<file path="config.mk">
export PLATFORM = sky130hd
export DESIGN_NAME = wdta_watchdog
export DESIGN_NICKNAME = d
export VERILOG_FILES = /design/src/wdta_unlock.v /design/src/wdta_watchdog.v
export VERILOG_INCLUDE_DIRS = /design/src /design/src/inc
export SDC_FILE = /design/constraint.sdc
export NUM_CORES = 1
export LEC_CHECK = 0
export BUFFER_PORTS_ARGS = -buffer_cell sky130_fd_sc_hd__buf_2
export CAP_MARGIN = 40
export CORE_UTILIZATION = 64
export CTS_BUF_LIST = sky130_fd_sc_hd__clkbuf_4
export CTS_CLUSTER_DIAMETER = 150
export DETAILED_ROUTE_END_ITERATION = 8
export GPL_ROUTABILITY_DRIVEN = 0
export GPL_TIMING_DRIVEN = 0
export PLACE_DENSITY_LB_ADDON = 0.15
export SYNTH_ARGS = -nofsm -noshare
export SYNTH_HDL_FRONTEND = slang
export SYNTH_SLANG_ARGS = --single-unit
export TNS_END_PERCENT = 1
</file>
<file path="constraint.sdc">
create_clock -name clock -period 3.8 [get_ports clock]
set_input_delay 0.76 -clock clock [delete_from_list [all_inputs] [get_ports clock]]
set_output_delay 0.76 -clock clock [all_outputs]
set_load 0.1 [all_outputs]
</file>
<file path="src/inc/wdta_defs.vh">
/*
 * constants for the watchdog with timed-access protection: special
 * function register addresses, field positions, reset values, unlock keys
 * and timing counts.
 * assumes it is included by bare name from every design file that needs it.
 */
`ifndef WDTA_DEFS_VH
`define WDTA_DEFS_VH

// ****************************************************************
// register addresses
// ****************************************************************
`define WDTA_ADDR_CLOCK_CONTROL 8'h8e
`define WDTA_ADDR_EXT_IRQ_FLAG 8'h91
`define WDTA_ADDR_ROM_SIZE 8'hc2
`define WDTA_ADDR_TA_UNLOCK 8'hc7
`define WDTA_ADDR_WATCHDOG_CONTROL 8'hd8
`define WDTA_ADDR_EXT_IRQ_ENABLE 8'he8

// ****************************************************************
// field positions
// ****************************************************************
`define WDTA_BIT_SEL_HI 7
`define WDTA_BIT_SEL_LO 6
`define WDTA_BIT_POR_FLAG 6
`define WDTA_BIT_PFI_EN 5
`define WDTA_BIT_PFI_FLAG 4
`define WDTA_BIT_IRQ_FLAG 3
`define WDTA_BIT_RESET_FLAG 2
`define WDTA_BIT_RESET_EN 1
`define WDTA_BIT_RESTART 0
`define WDTA_BIT_IRQ_EN 4
`define WDTA_BIT_BANDGAP 0

// ****************************************************************
// reset values
// ****************************************************************
`define WDTA_RST_CLOCK_CONTROL 8'h00
`define WDTA_RST_EXT_IRQ_ENABLE 8'h00
`define WDTA_RST_ROM_SIZE 3'h5
`define WDTA_RST_RESET_EN 1'h0

// ****************************************************************
// unlock keys, timing, interrupt vector and priority
// ****************************************************************
`define WDTA_KEY_FIRST 8'haa
`define WDTA_KEY_SECOND 8'h55
`define WDTA_WINDOW_CYCLES 2'h3
`define WDTA_GRACE_CLOCKS 10'h200
`define WDTA_IRQ_VECTOR 8'h63
`define WDTA_IRQ_PRIORITY 4'hd

`endif

</file>
<file path="src/wdta_unlock.v">
/*
 * timed-access unlock tracker: watches writes to the unlock register and
 * opens a short window in which protected bits may be written.
 * assumes write strobes are one-cycle pulses on the same clock.
 */
`timescale 1ns/100ps
`include "wdta_defs.vh"

module wdta_unlock #(
    parameter WINDOW = `WDTA_WINDOW_CYCLES
) (
    input wire clock,
    input wire reset,
    input wire wr_en,
    input wire [7:0] wr_addr,
    input wire [7:0] wr_data,
    output wire window_open
);

    // ****************************************************************
    // key sequence state
    // ****************************************************************
    reg first_seen; // first key written, second awaited
    reg [1:0] window_left; // cycles of open window remaining

    wire unlock_wr = wr_en && (wr_addr == `WDTA_ADDR_TA_UNLOCK);

    // first key, then second key as the next write, opens the window
    always @(posedge clock or posedge reset) begin
        if (reset) begin
            first_seen <= 1'b0;
            window_left <= 2'h0;
        end else begin
            if (unlock_wr) begin
                // any other write to the unlock register breaks the sequence
                first_seen <= (wr_data == `WDTA_KEY_FIRST);
            end else if (wr_en) begin
                // an unrelated write between keys spoils it
                first_seen <= 1'b0;
            end
            if (unlock_wr && first_seen && wr_data == `WDTA_KEY_SECOND) begin
                window_left <= WINDOW[1:0];
            end else if (window_left != 2'h0) begin
                window_left <= window_left - 2'h1;
            end
        end
    end

    assign window_open = (window_left != 2'h0);

endmodule

</file>
<file path="src/wdta_watchdog.v">
/*
 * watchdog timer with timed-access protected controls, reached through
 * special function register write and read ports of the processor.
 * assumes one crystal clock; writes are one-cycle strobes; reads are
 * combinational address decodes with registered data in the same cycle.
 */
`timescale 1ns/100ps
`include "wdta_defs.vh"

module wdta_watchdog #(
    parameter CNT_W = 26,
    parameter GRACE = `WDTA_GRACE_CLOCKS
) (
    input wire clock,
    input wire reset,
    input wire sfr_wr,
    input wire [7:0] sfr_addr,
    input wire [7:0] sfr_wdata,
    output reg [7:0] sfr_rdata,
    output wire sfr_hit,
    input wire por_event,
    input wire pfi_event,
    input wire power_saving,
    output wire wdog_timeout_irq,
    output wire [7:0] irq_vector,
    output wire [3:0] irq_priority,
    output wire wake_request,
    output reg cpu_reset,
    output wire bandgap_select,
    output wire [2:0] rom_size_sel
);

    // ****************************************************************
    // storage
    // ****************************************************************
    reg [7:0] clock_control; // bits 7:6 timeout select, rest plain storage
    reg [7:0] extended_interrupt_enable; // bit 4 is the watchdog irq enable
    reg por_flag; // power-on reset flag
    reg pfi_en; // power-fail interrupt enable, plain storage
    reg pfi_flag; // power-fail flag, hardware set
    reg wdog_irq_flag;
    reg wdog_reset_flag;
    reg wdog_reset_en;
    reg bg_sel; // bandgap select
    reg [2:0] rom_size; // rom size select
    reg [CNT_W-1:0] wdog_count; // main interval counter
    reg [9:0] grace_count; // clocks since interrupt flag
    reg grace_run; // interval done, grace period running
    // the power events come from outside the clock domain, so they pass two
    // flops before the flag logic; a pulse shorter than a clock may be lost
    reg [1:0] sync_por; // two-flop sync of external flag pulses
    reg [1:0] sync_pfi;

    wire window_open;
    wire timeout_select_hi = clock_control[`WDTA_BIT_SEL_HI];
    wire timeout_select_lo = clock_control[`WDTA_BIT_SEL_LO];

    // ****************************************************************
    // helper functions
    // ****************************************************************
    // decode of a register write to one address, used several times
    function wr_to;
        input en;
        input [7:0] addr;
        input [7:0] target;
        begin
            wr_to = en && (addr == target);
        end
    endfunction

    // terminal count of the selected interval, minus one
    // the longest select uses the whole counter and each step down is three
    // bits shorter, so the default width gives 2^17, 2^20, 2^23 and 2^26
    // a narrower counter scales all four alike, which keeps short runs cheap
    // limitation: CNT_W must stay above 9 or the shortest select vanishes
    function [CNT_W-1:0] last_count;
        input [1:0] sel;
        begin
            case (sel)
                2'b00: last_count = {{9{1'b0}}, {(CNT_W-9){1'b1}}};
                2'b01: last_count = {{6{1'b0}}, {(CNT_W-6){1'b1}}};
                2'b10: last_count = {{3{1'b0}}, {(CNT_W-3){1'b1}}};
                default: last_count = {CNT_W{1'b1}};
            endcase
        end
    endfunction

    // ****************************************************************
    // unlock window
    // ****************************************************************
    // window length comes from the shared constants so the unlock tracker
    // and any software timing notes cannot drift apart
    wdta_unlock #(
        .WINDOW(`WDTA_WINDOW_CYCLES)
    ) u_unlock (
        .clock(clock),
        .reset(reset),
        .wr_en(sfr_wr),
        .wr_addr(sfr_addr),
        .wr_data(sfr_wdata),
        .window_open(window_open)
    );

    wire wr_clock_control = wr_to(sfr_wr, sfr_addr, `WDTA_ADDR_CLOCK_CONTROL);
    wire wr_watchdog_control = wr_to(sfr_wr, sfr_addr, `WDTA_ADDR_WATCHDOG_CONTROL);
    wire wr_eie = wr_to(sfr_wr, sfr_addr, `WDTA_ADDR_EXT_IRQ_ENABLE);
    wire wr_ext_irq_flag_reg = wr_to(sfr_wr, sfr_addr, `WDTA_ADDR_EXT_IRQ_FLAG);
    wire wr_rom = wr_to(sfr_wr, sfr_addr, `WDTA_ADDR_ROM_SIZE);
    // protected writes need the window
    wire prot_watchdog_control = wr_watchdog_control && window_open;
    wire wdog_restart = prot_watchdog_control && sfr_wdata[`WDTA_BIT_RESTART];

    // ****************************************************************
    // counter and timeout sequence
    // ****************************************************************
    wire [CNT_W-1:0] term = last_count({timeout_select_hi, timeout_select_lo});
    // compare with >= so a shorter select never lets the count run past
    wire interval_done = (wdog_count >= term);
    wire grace_done = grace_run && (grace_count == GRACE[9:0] - 10'h1);
    wire irq_set = interval_done && !grace_run;

    // counter runs from reset with no enable, on the crystal clock
    // a restart in the very last grace cycle clears the count, but the reset
    // flag and the processor reset still fire: that restart came too late
    always @(posedge clock or posedge reset) begin
        if (reset) begin
            wdog_count <= {CNT_W{1'b0}};
            grace_count <= 10'h0;
            grace_run <= 1'b0;
        end else if (wdog_restart) begin
            // restart clears everything, acts only on the write pulse
            wdog_count <= {CNT_W{1'b0}};
            grace_count <= 10'h0;
            grace_run <= 1'b0;
        end else if (grace_done) begin
            // full timeout: start a new interval
            wdog_count <= {CNT_W{1'b0}};
            grace_count <= 10'h0;
            grace_run <= 1'b0;
        end else if (grace_run) begin
            grace_count <= grace_count + 10'h1;
        end else if (interval_done) begin
            grace_run <= 1'b1;
        end else begin
            wdog_count <= wdog_count + {{(CNT_W-1){1'b0}}, 1'b1};
        end
    end

    // ****************************************************************
    // watchdog control flags
    // ****************************************************************
    // hardware set wins over a software clear in the same cycle
    // so a clear racing a fresh timeout never hides the event from software
    always @(posedge clock or posedge reset) begin
        if (reset) begin
            wdog_irq_flag <= 1'b0;
            wdog_reset_flag <= 1'b0;
            wdog_reset_en <= `WDTA_RST_RESET_EN;
            por_flag <= 1'b0;
            pfi_en <= 1'b0;
            pfi_flag <= 1'b0;
        end else begin
            if (irq_set) begin
                wdog_irq_flag <= 1'b1;
            end else if (prot_watchdog_control && !sfr_wdata[`WDTA_BIT_IRQ_FLAG]) begin
                wdog_irq_flag <= 1'b0;
            end
            if (grace_done) begin
                wdog_reset_flag <= 1'b1;
            end else if (wr_watchdog_control && !sfr_wdata[`WDTA_BIT_RESET_FLAG]) begin
                wdog_reset_flag <= 1'b0;
            end
            if (prot_watchdog_control) begin
                wdog_reset_en <= sfr_wdata[`WDTA_BIT_RESET_EN];
            end
            if (sync_por[1]) begin
                por_flag <= 1'b1;
            end else if (prot_watchdog_control && !sfr_wdata[`WDTA_BIT_POR_FLAG]) begin
                por_flag <= 1'b0;
            end
            if (sync_pfi[1]) begin
                pfi_flag <= 1'b1;
            end else if (wr_watchdog_control && !sfr_wdata[`WDTA_BIT_PFI_FLAG]) begin
                pfi_flag <= 1'b0;
            end
            if (wr_watchdog_control) begin
                pfi_en <= sfr_wdata[`WDTA_BIT_PFI_EN];
            end
        end
    end

    // ****************************************************************
    // other registers
    // ****************************************************************
    // external flag inputs cross into the clock domain here
    // select bits are plain storage: a change mid-count is the caller's risk
    always @(posedge clock or posedge reset) begin
        if (reset) begin
            sync_por <= 2'h0;
            sync_pfi <= 2'h0;
            clock_control <= `WDTA_RST_CLOCK_CONTROL;
            extended_interrupt_enable <= `WDTA_RST_EXT_IRQ_ENABLE;
            bg_sel <= 1'b0;
            rom_size <= `WDTA_RST_ROM_SIZE;
        end else begin
            sync_por <= {sync_por[0], por_event};
            sync_pfi <= {sync_pfi[0], pfi_event};
            if (wr_clock_control) begin
                // select changes unprotected; software restarts first
                clock_control <= sfr_wdata;
            end
            if (wr_eie) begin
                extended_interrupt_enable <= sfr_wdata;
            end
            if (wr_ext_irq_flag_reg && window_open) begin
                bg_sel <= sfr_wdata[`WDTA_BIT_BANDGAP];
            end
            if (wr_rom && window_open) begin
                rom_size <= sfr_wdata[2:0];
            end
        end
    end

    // ****************************************************************
    // processor reset pulse
    // ****************************************************************
    // one-cycle reset request on full timeout when enabled
    // registered so the processor sees a clean pulse, never a compare glitch
    always @(posedge clock or posedge reset) begin
        if (reset) begin
            cpu_reset <= 1'b0;
        end else begin
            cpu_reset <= grace_done && wdog_reset_en;
        end
    end

    // ****************************************************************
    // interrupt outputs, bandgap and rom size outputs
    // ****************************************************************
    // the flag is set whether or not the enable is on; only the request to
    // the interrupt logic is gated, so polling software still sees it
    wire wdog_irq_en = extended_interrupt_enable[`WDTA_BIT_IRQ_EN];
    // interrupt gated independently of the reset enable
    assign wdog_timeout_irq = wdog_irq_flag && wdog_irq_en;
    assign irq_vector = `WDTA_IRQ_VECTOR;
    assign irq_priority = `WDTA_IRQ_PRIORITY;
    // wake from idle or power management while the irq is pending
    assign wake_request = wdog_timeout_irq && power_saving;
    assign bandgap_select = bg_sel;
    assign rom_size_sel = rom_size;

    // ****************************************************************
    // read mux
    // ****************************************************************
    assign sfr_hit = (sfr_addr == `WDTA_ADDR_CLOCK_CONTROL) ||
                     (sfr_addr == `WDTA_ADDR_WATCHDOG_CONTROL) ||
                     (sfr_addr == `WDTA_ADDR_EXT_IRQ_ENABLE) ||
                     (sfr_addr == `WDTA_ADDR_EXT_IRQ_FLAG) ||
                     (sfr_addr == `WDTA_ADDR_ROM_SIZE);

    // unlock register is write only and reads zero; restart reads zero
    // reserved bit 7 of watchdog control reads zero so masks need not care
    // the mux is combinational: data is valid in the cycle the address stands
    always @* begin
        case (sfr_addr)
            `WDTA_ADDR_CLOCK_CONTROL: sfr_rdata = clock_control;
            `WDTA_ADDR_WATCHDOG_CONTROL: sfr_rdata = {1'b0, por_flag, pfi_en,
                pfi_flag, wdog_irq_flag, wdog_reset_flag, wdog_reset_en, 1'b0};
            `WDTA_ADDR_EXT_IRQ_ENABLE: sfr_rdata = extended_interrupt_enable;
            `WDTA_ADDR_EXT_IRQ_FLAG: sfr_rdata = {7'h00, bg_sel};
            `WDTA_ADDR_ROM_SIZE: sfr_rdata = {5'h00, rom_size};
            default: sfr_rdata = 8'h00;
        endcase
    end

endmodule

</file>
; ---- Word-level counts from Yosys, hierarchy flattened
; Cells that the tools add are included.
[totals]
register_bits = 71
in_bits = 22
output_inout_bits = 28
word_cells = 100
[op_classes]
add_sub_neg = 3
n_lt_le_gt_ge = 1
eq_ne = 13
muxes = 25
reduce_logical = 40
[op_table]
columns = op, count
row1 = 26-bit two-way mux, 4
row2 = 26-bit one-hot mux with 3 select lines, 1
row3 = "8-bit == test, second input constant", 7
row4 = 8-bit one-hot mux with 5 select lines, 1
row5 = 10-bit two-way mux, 3
row6 = "26-bit by 1-bit adder with 26-bit output, second input constant", 1
row7 = 26-bit >= comparator, 1
row8 = 1-bit logical AND, 21
row9 = 1-bit two-way mux, 14
row10 = 2-bit nonzero test, 7
row11 = "10-bit by 1-bit adder with 10-bit output, second input constant", 1
row12 = "10-bit by 9-bit == test with 1-bit output, second input constant", 1
row13 = "8-bit by 7-bit == test with 1-bit output, second input constant", 1
row14 = 1-bit logical NOT, 5
row15 = 1-bit logical OR, 4
row16 = 2-bit two-way mux, 2
row17 = "3-bit by 1-bit inequality test with 1-bit output, second input constant", 1
row18 = "3-bit by 2-bit inequality test with 1-bit output, second input constant", 1
row19 = 3-bit nonzero test, 1
row20 = "2-bit by 1-bit == test with 1-bit output, second input constant", 1
row21 = "2-bit == test, second input constant", 1
row22 = 2-bit logical NOT, 1
row23 = 2-bit AND reduction, 1
row24 = "2-bit by 1-bit subtractor with 2-bit output, second input constant", 1

; ---- Logic depth before layout (Yosys ltp)
[depth]
word_depth = 7
mapped_depth = 9

; ---- Cells and area by module
; From an unflattened synthesis, not the netlist that was laid out.
[unflattened]
hier_cells = 392
hier_area_um2 = 3975.1
[by_module_without_submodules]
columns = mod, instances, cells_each, area_per_inst_um2, seq_area_each_um2
row1 = wdta_watchdog, 1, 368, 3753.6, 1704.1
row2 = wdta_unlock, 1, 24, 221.5, 75.1

; ---- Least setup slack after synthesis
; OpenSTA, ideal clock, no wires.
[synth_path]
path_type = input -> output
start = input port sfr_addr[5]
end = output port sfr_rdata[1]
t_arrival_ps = 2529
slack_ps = 511
stages = 4
path_cell_list = or4b_2 -> nor2_2 -> a222oi_1 -> nand2_1
[synth_between]
elab_chain_cells = 2
[synth_rtl]
columns = element, line_no
row1 = start: declaration, wdta_watchdog.v:17  ; input wire [7:0] sfr_addr,
row2 = 8-bit == test, wdta_watchdog.v:265  ; case (sfr_addr)
row3 = 8-bit one-hot mux with 5 select lines (*), wdta_watchdog.v:265
row4 = end: declaration, wdta_watchdog.v:19  ; output reg [7:0] sfr_rdata,
; Every way passes the cells marked *; elsewhere a longest branch is shown, timed or not.

; ---- Worst setup path in the final report
[layout_path]
start = input port sfr_addr[1]
end = output port sfr_rdata[6]
; The elaborated chain is that of the path after synthesis.

==> summary.md <==
| Metric | Value |
|---|---|
| Unrepaired setup endpoints after global routing | no |
| P&R area growth vs syn | 14.0% |
| Crit Path Max Fanout | 10 |
| Psw | roughly 0.54 mW |
| Post-route minimum period | 3.49 ns |
| Max_cap viols | 0 |
| Drt total wl | approximately 8500 um |
| Die area | 6300 um2 |
| Post-Route Setup TNS | 0 ns |
| Initial antenna violation count | 0 |
| Port bufs | 36 |
| CTS Root Cell | clkbuf_4 |
| Average size of a mapped cell | approximately 10 um2 |
| DRT Pass-1 Iters | 6 |
| Initial core utilization | between 60 and 70% |
| Critical path capture point type | primary output |
| Clock skew | about 0.017 ns |
| # rows | 27 |
| CP cell instances | buf_2 -> nand2_1 -> nor3_1 -> nand2_1 -> nor4b_4 -> a222oi_1 -> inv_1 -> buf_2 |
| CP Launch Type | input pin |
| Total track usage | a little under a third |
| Asr flop ratio synth | 100% |
| CTS H-Tree Depth | 3 |
| CTS Sinks | about 70 |
| Number of synthesized flops with an enable pin | 0 |
| Peak supply drop | 0.349 mV |
| Synth Cell Area | between 3000 and 4000 um2 |
| Post-CTS Setup Repair Bufs | 0 |
| Mapped Cells | roughly 380 |
| Detailed-route vias per instance | around 6.1 |
| CP required | 3.04 ns |
| Largest net degree at the start of global routing | slightly above 60 |
| Final hold viol count | 0 |
| ANT cells | 0 |
| Hold_buf cts | 0 |
| Hold Path Class | in -> async |
| Design Power | 1.82 mW |
| F_max | roughly 290 MHz |
| Share of power burned in registers | approximately 48% |
| Ys flop type | dfrtp_1 |
| Critical Path Max Stage Delay | 0.65 ns |
| Grt ovf | 0 |
| WL/cell | 16.4 um |
| FF-to-FF Start | clock_control[7] |
| Clk pwr share | a little over a third |
| Vias in the first global route | 3106 |
| Fillers | ~400 |
| Drt drc | 0 |
| Core area | approximately 5600 um2 |
| CTS Buffer Depth | 2 |
| CTS tree | done |
| Outcome | finished, final reports clean |
| Worst Setup Slack, final | 0.315 ns |
| Internal power | around 1.3 mW |
| RR Endpoint | wdog_count[20] |
| First-pass GRT wire length | roughly 14000 um |
| Tightest Pin Transition | 0.684 ns |
| Die Y | a little under 80 um |
| Pwr dens | 417 nW/um2 |
| Crit share post-route | about nine tenths |
| Io pins | 50 |
| Comb power frac | 17.4% |
| Synth Warn # | 0 |
| Critical path class | in -> out |
| Sw Share | just under 30% |
| Antenna viol nets, final | 0 |
| Setup slack, reg-to-reg | 0.93 ns |
| CP max-delay cell | nor4b_4 |
| Clk slew on worst S/H paths | between 0.1 and 0.15 ns |
| Via count | roughly 3100 |
| Slew headroom | a little over half |
| CP arrival | around 2.7 ns |
| FF+latch count, synth | 71 |
| P_leak | 2.12 nW |
| Starting DRT DRC Count | 263 |
| Netlist cell types | 55 |
| Post_cts resized | 0 |
| Clk_lat worst skew | between 0.4 and 0.5 ns |
| Hpwl dp | 5910 um |
| Worst reg2reg path depth | 8 |
| Sequential element share of the synthesized area | about 46% |
| Max Slew Vio Count | 0 |
| Fraction of layout cells with a size suffix above 1 | ~25% |
| Die width | approximately 80 um |
| Post-Place Worst Slack | 0.339 ns |
| Nets@finish | between 400 and 500 |
| Final Setup Violations | 0 |
| CTS buffer count | 9 |
==> per-layer routing <==
layer | vias up | GRT usage [%] | wire, um
met4 | 0 | 13.6 | 165
met2 | 127 | 46.6 | 4040
met3 | 24 | 8.46 | 608
met1 | 1515 | 40.0 | 3700
met5 | - | 0 | 0
li1 | 1483 | - | -
==> worst max-delay path, delay by kind of cell <==
| kind | cells | cell delay (ns) |
|---|---|---|
| simple gates | 4 | 1.08 |
| compound gates | 1 | 0.25 |
| buf+inv | 3 | 0.62 |
==> cells by family (layout without fill, tap and decap cells) <==
logic type,Yosys count,after routing,share of synthesized area (%)
AO/OA/AOI/OAI,54,54,10.2
XOR/XNOR,22,22,5.03
adder cells (fa/ha/maj),6,6,1.96
buffers and inverters,35,89,4.90
flip-flops,71,71,46.4
multiplexers,24,24,7.02
other,2,12,0.196
AND/OR/NAND/NOR,168,168,24.3
==> flip-flops by register name (all words and copies together) (netlist names), 2 cells and up <==
name / cells
rom_size_sel: 3
grace_count: 10
extended_interrupt_enable: 8
wdog_count: 26
sync_pfi: 2
clock_control: 8
u_unlock.window_left: 2
sync_por: 2
==> cell usage after synthesis (2+ instances only) <==
cell type	n	area [um2]
xnor2_1	3	26.3
a211oi_2	2	25.0
nand2b_1	5	31.3
nand2_1	37	139
dfrtp_1	69	1730
o21ai_1	8	40.0
buf_4	12	90.1
o21ai_0	7	35.0
nor3_2	2	20.0
or4b_1	2	20.0
nor2_1	31	116
buf_2	3	15.0
a22o_1	2	17.5
a222oi_1	7	70.1
clkbuf_1	5	18.8
o2111ai_1	2	17.5
and4b_1	2	20.0
or4b_2	2	20.0
a21oi_2	2	17.5
nand3_1	18	90.1
xor2_1	19	166
dfstp_2	2	52.6
inv_1	14	52.6
nor4_1	4	25.0
ha_1	6	75.1
and3_1	12	75.1
nand3b_1	2	15.0
nand4_1	14	87.6
nor3_1	8	40.0
o31ai_1	2	15.0
and2_1	7	43.8
mux2_2	23	259
a21oi_1	11	55.1
nand4b_1	3	26.3
conb_1	2	7.51
a21o_1	6	45.0
or3_1	8	50.1
==> cell type report <==
cell class                      count  area (um2)  area share (%)
Sequential cell                    71        1780            40.7
Tap cell                           72        90.1            2.06
Timing Repair Buffer               38         215            4.93
Buffer                             21         135            3.09
Inverter                           14        55.1            1.26
Clock inverter                      6         116            2.66
Clock buffer                       10        75.1            1.72
Multi-Input combinational cell    286        1900            43.5
==> cell usage in the layout, fill, tap and decap left out, types with 10 or more instances in the layout <==
cell	n
xor2_1	19
nand2_1	37
and3_1	12
mux2_2	23
a21oi_1	11
nand3_1	18
conb_1	12
buf_4	13
nand4_1	14
clkbuf_4	10
dfrtp_1	69
inv_1	13
nor2_1	31
buf_2	39
==> power by group through the flow <==
| stage | registers (mW) | clock network (mW) | logic (mW) |
|---|---|---|---|
| floorplan | 0.887 | 0 | 0.231 |
| global placement | 0.881 | 0 | 0.290 |
| detailed placement | 0.884 | 0 | 0.305 |
| CTS | 0.869 | 0.645 | 0.318 |
| global route | 0.880 | 0.676 | 0.350 |
| finish | 0.870 | 0.635 | 0.317 |
==> how the worst max path moves through the flow <==
stage | cells past startpoint | start | endpoint
floorplan | 4 | sfr_addr[5] | sfr_rdata[1]
global placement | 6 | sfr_addr[0] | sfr_rdata[2]
detailed placement | 8 | sfr_addr[1] | sfr_rdata[6]
CTS | 8 | sfr_addr[1] | sfr_rdata[6]
global route | 8 | sfr_addr[1] | sfr_rdata[6]
finish | 8 | sfr_addr[1] | sfr_rdata[6]
==> metrics by stage <==
stage	area [um2]	util, %	hold slack, ns	std cells
detailed placement	4180	74.0	0.339	502
global placement	4140	73.4	0.341	500
finish	4370	77.4	0.203	518
CTS	4370	77.4	0.195	518
global route	4370	77.4	0.192	518
floorplan	3870	-	0.331	392
Power figures use the tool's default switching activity.
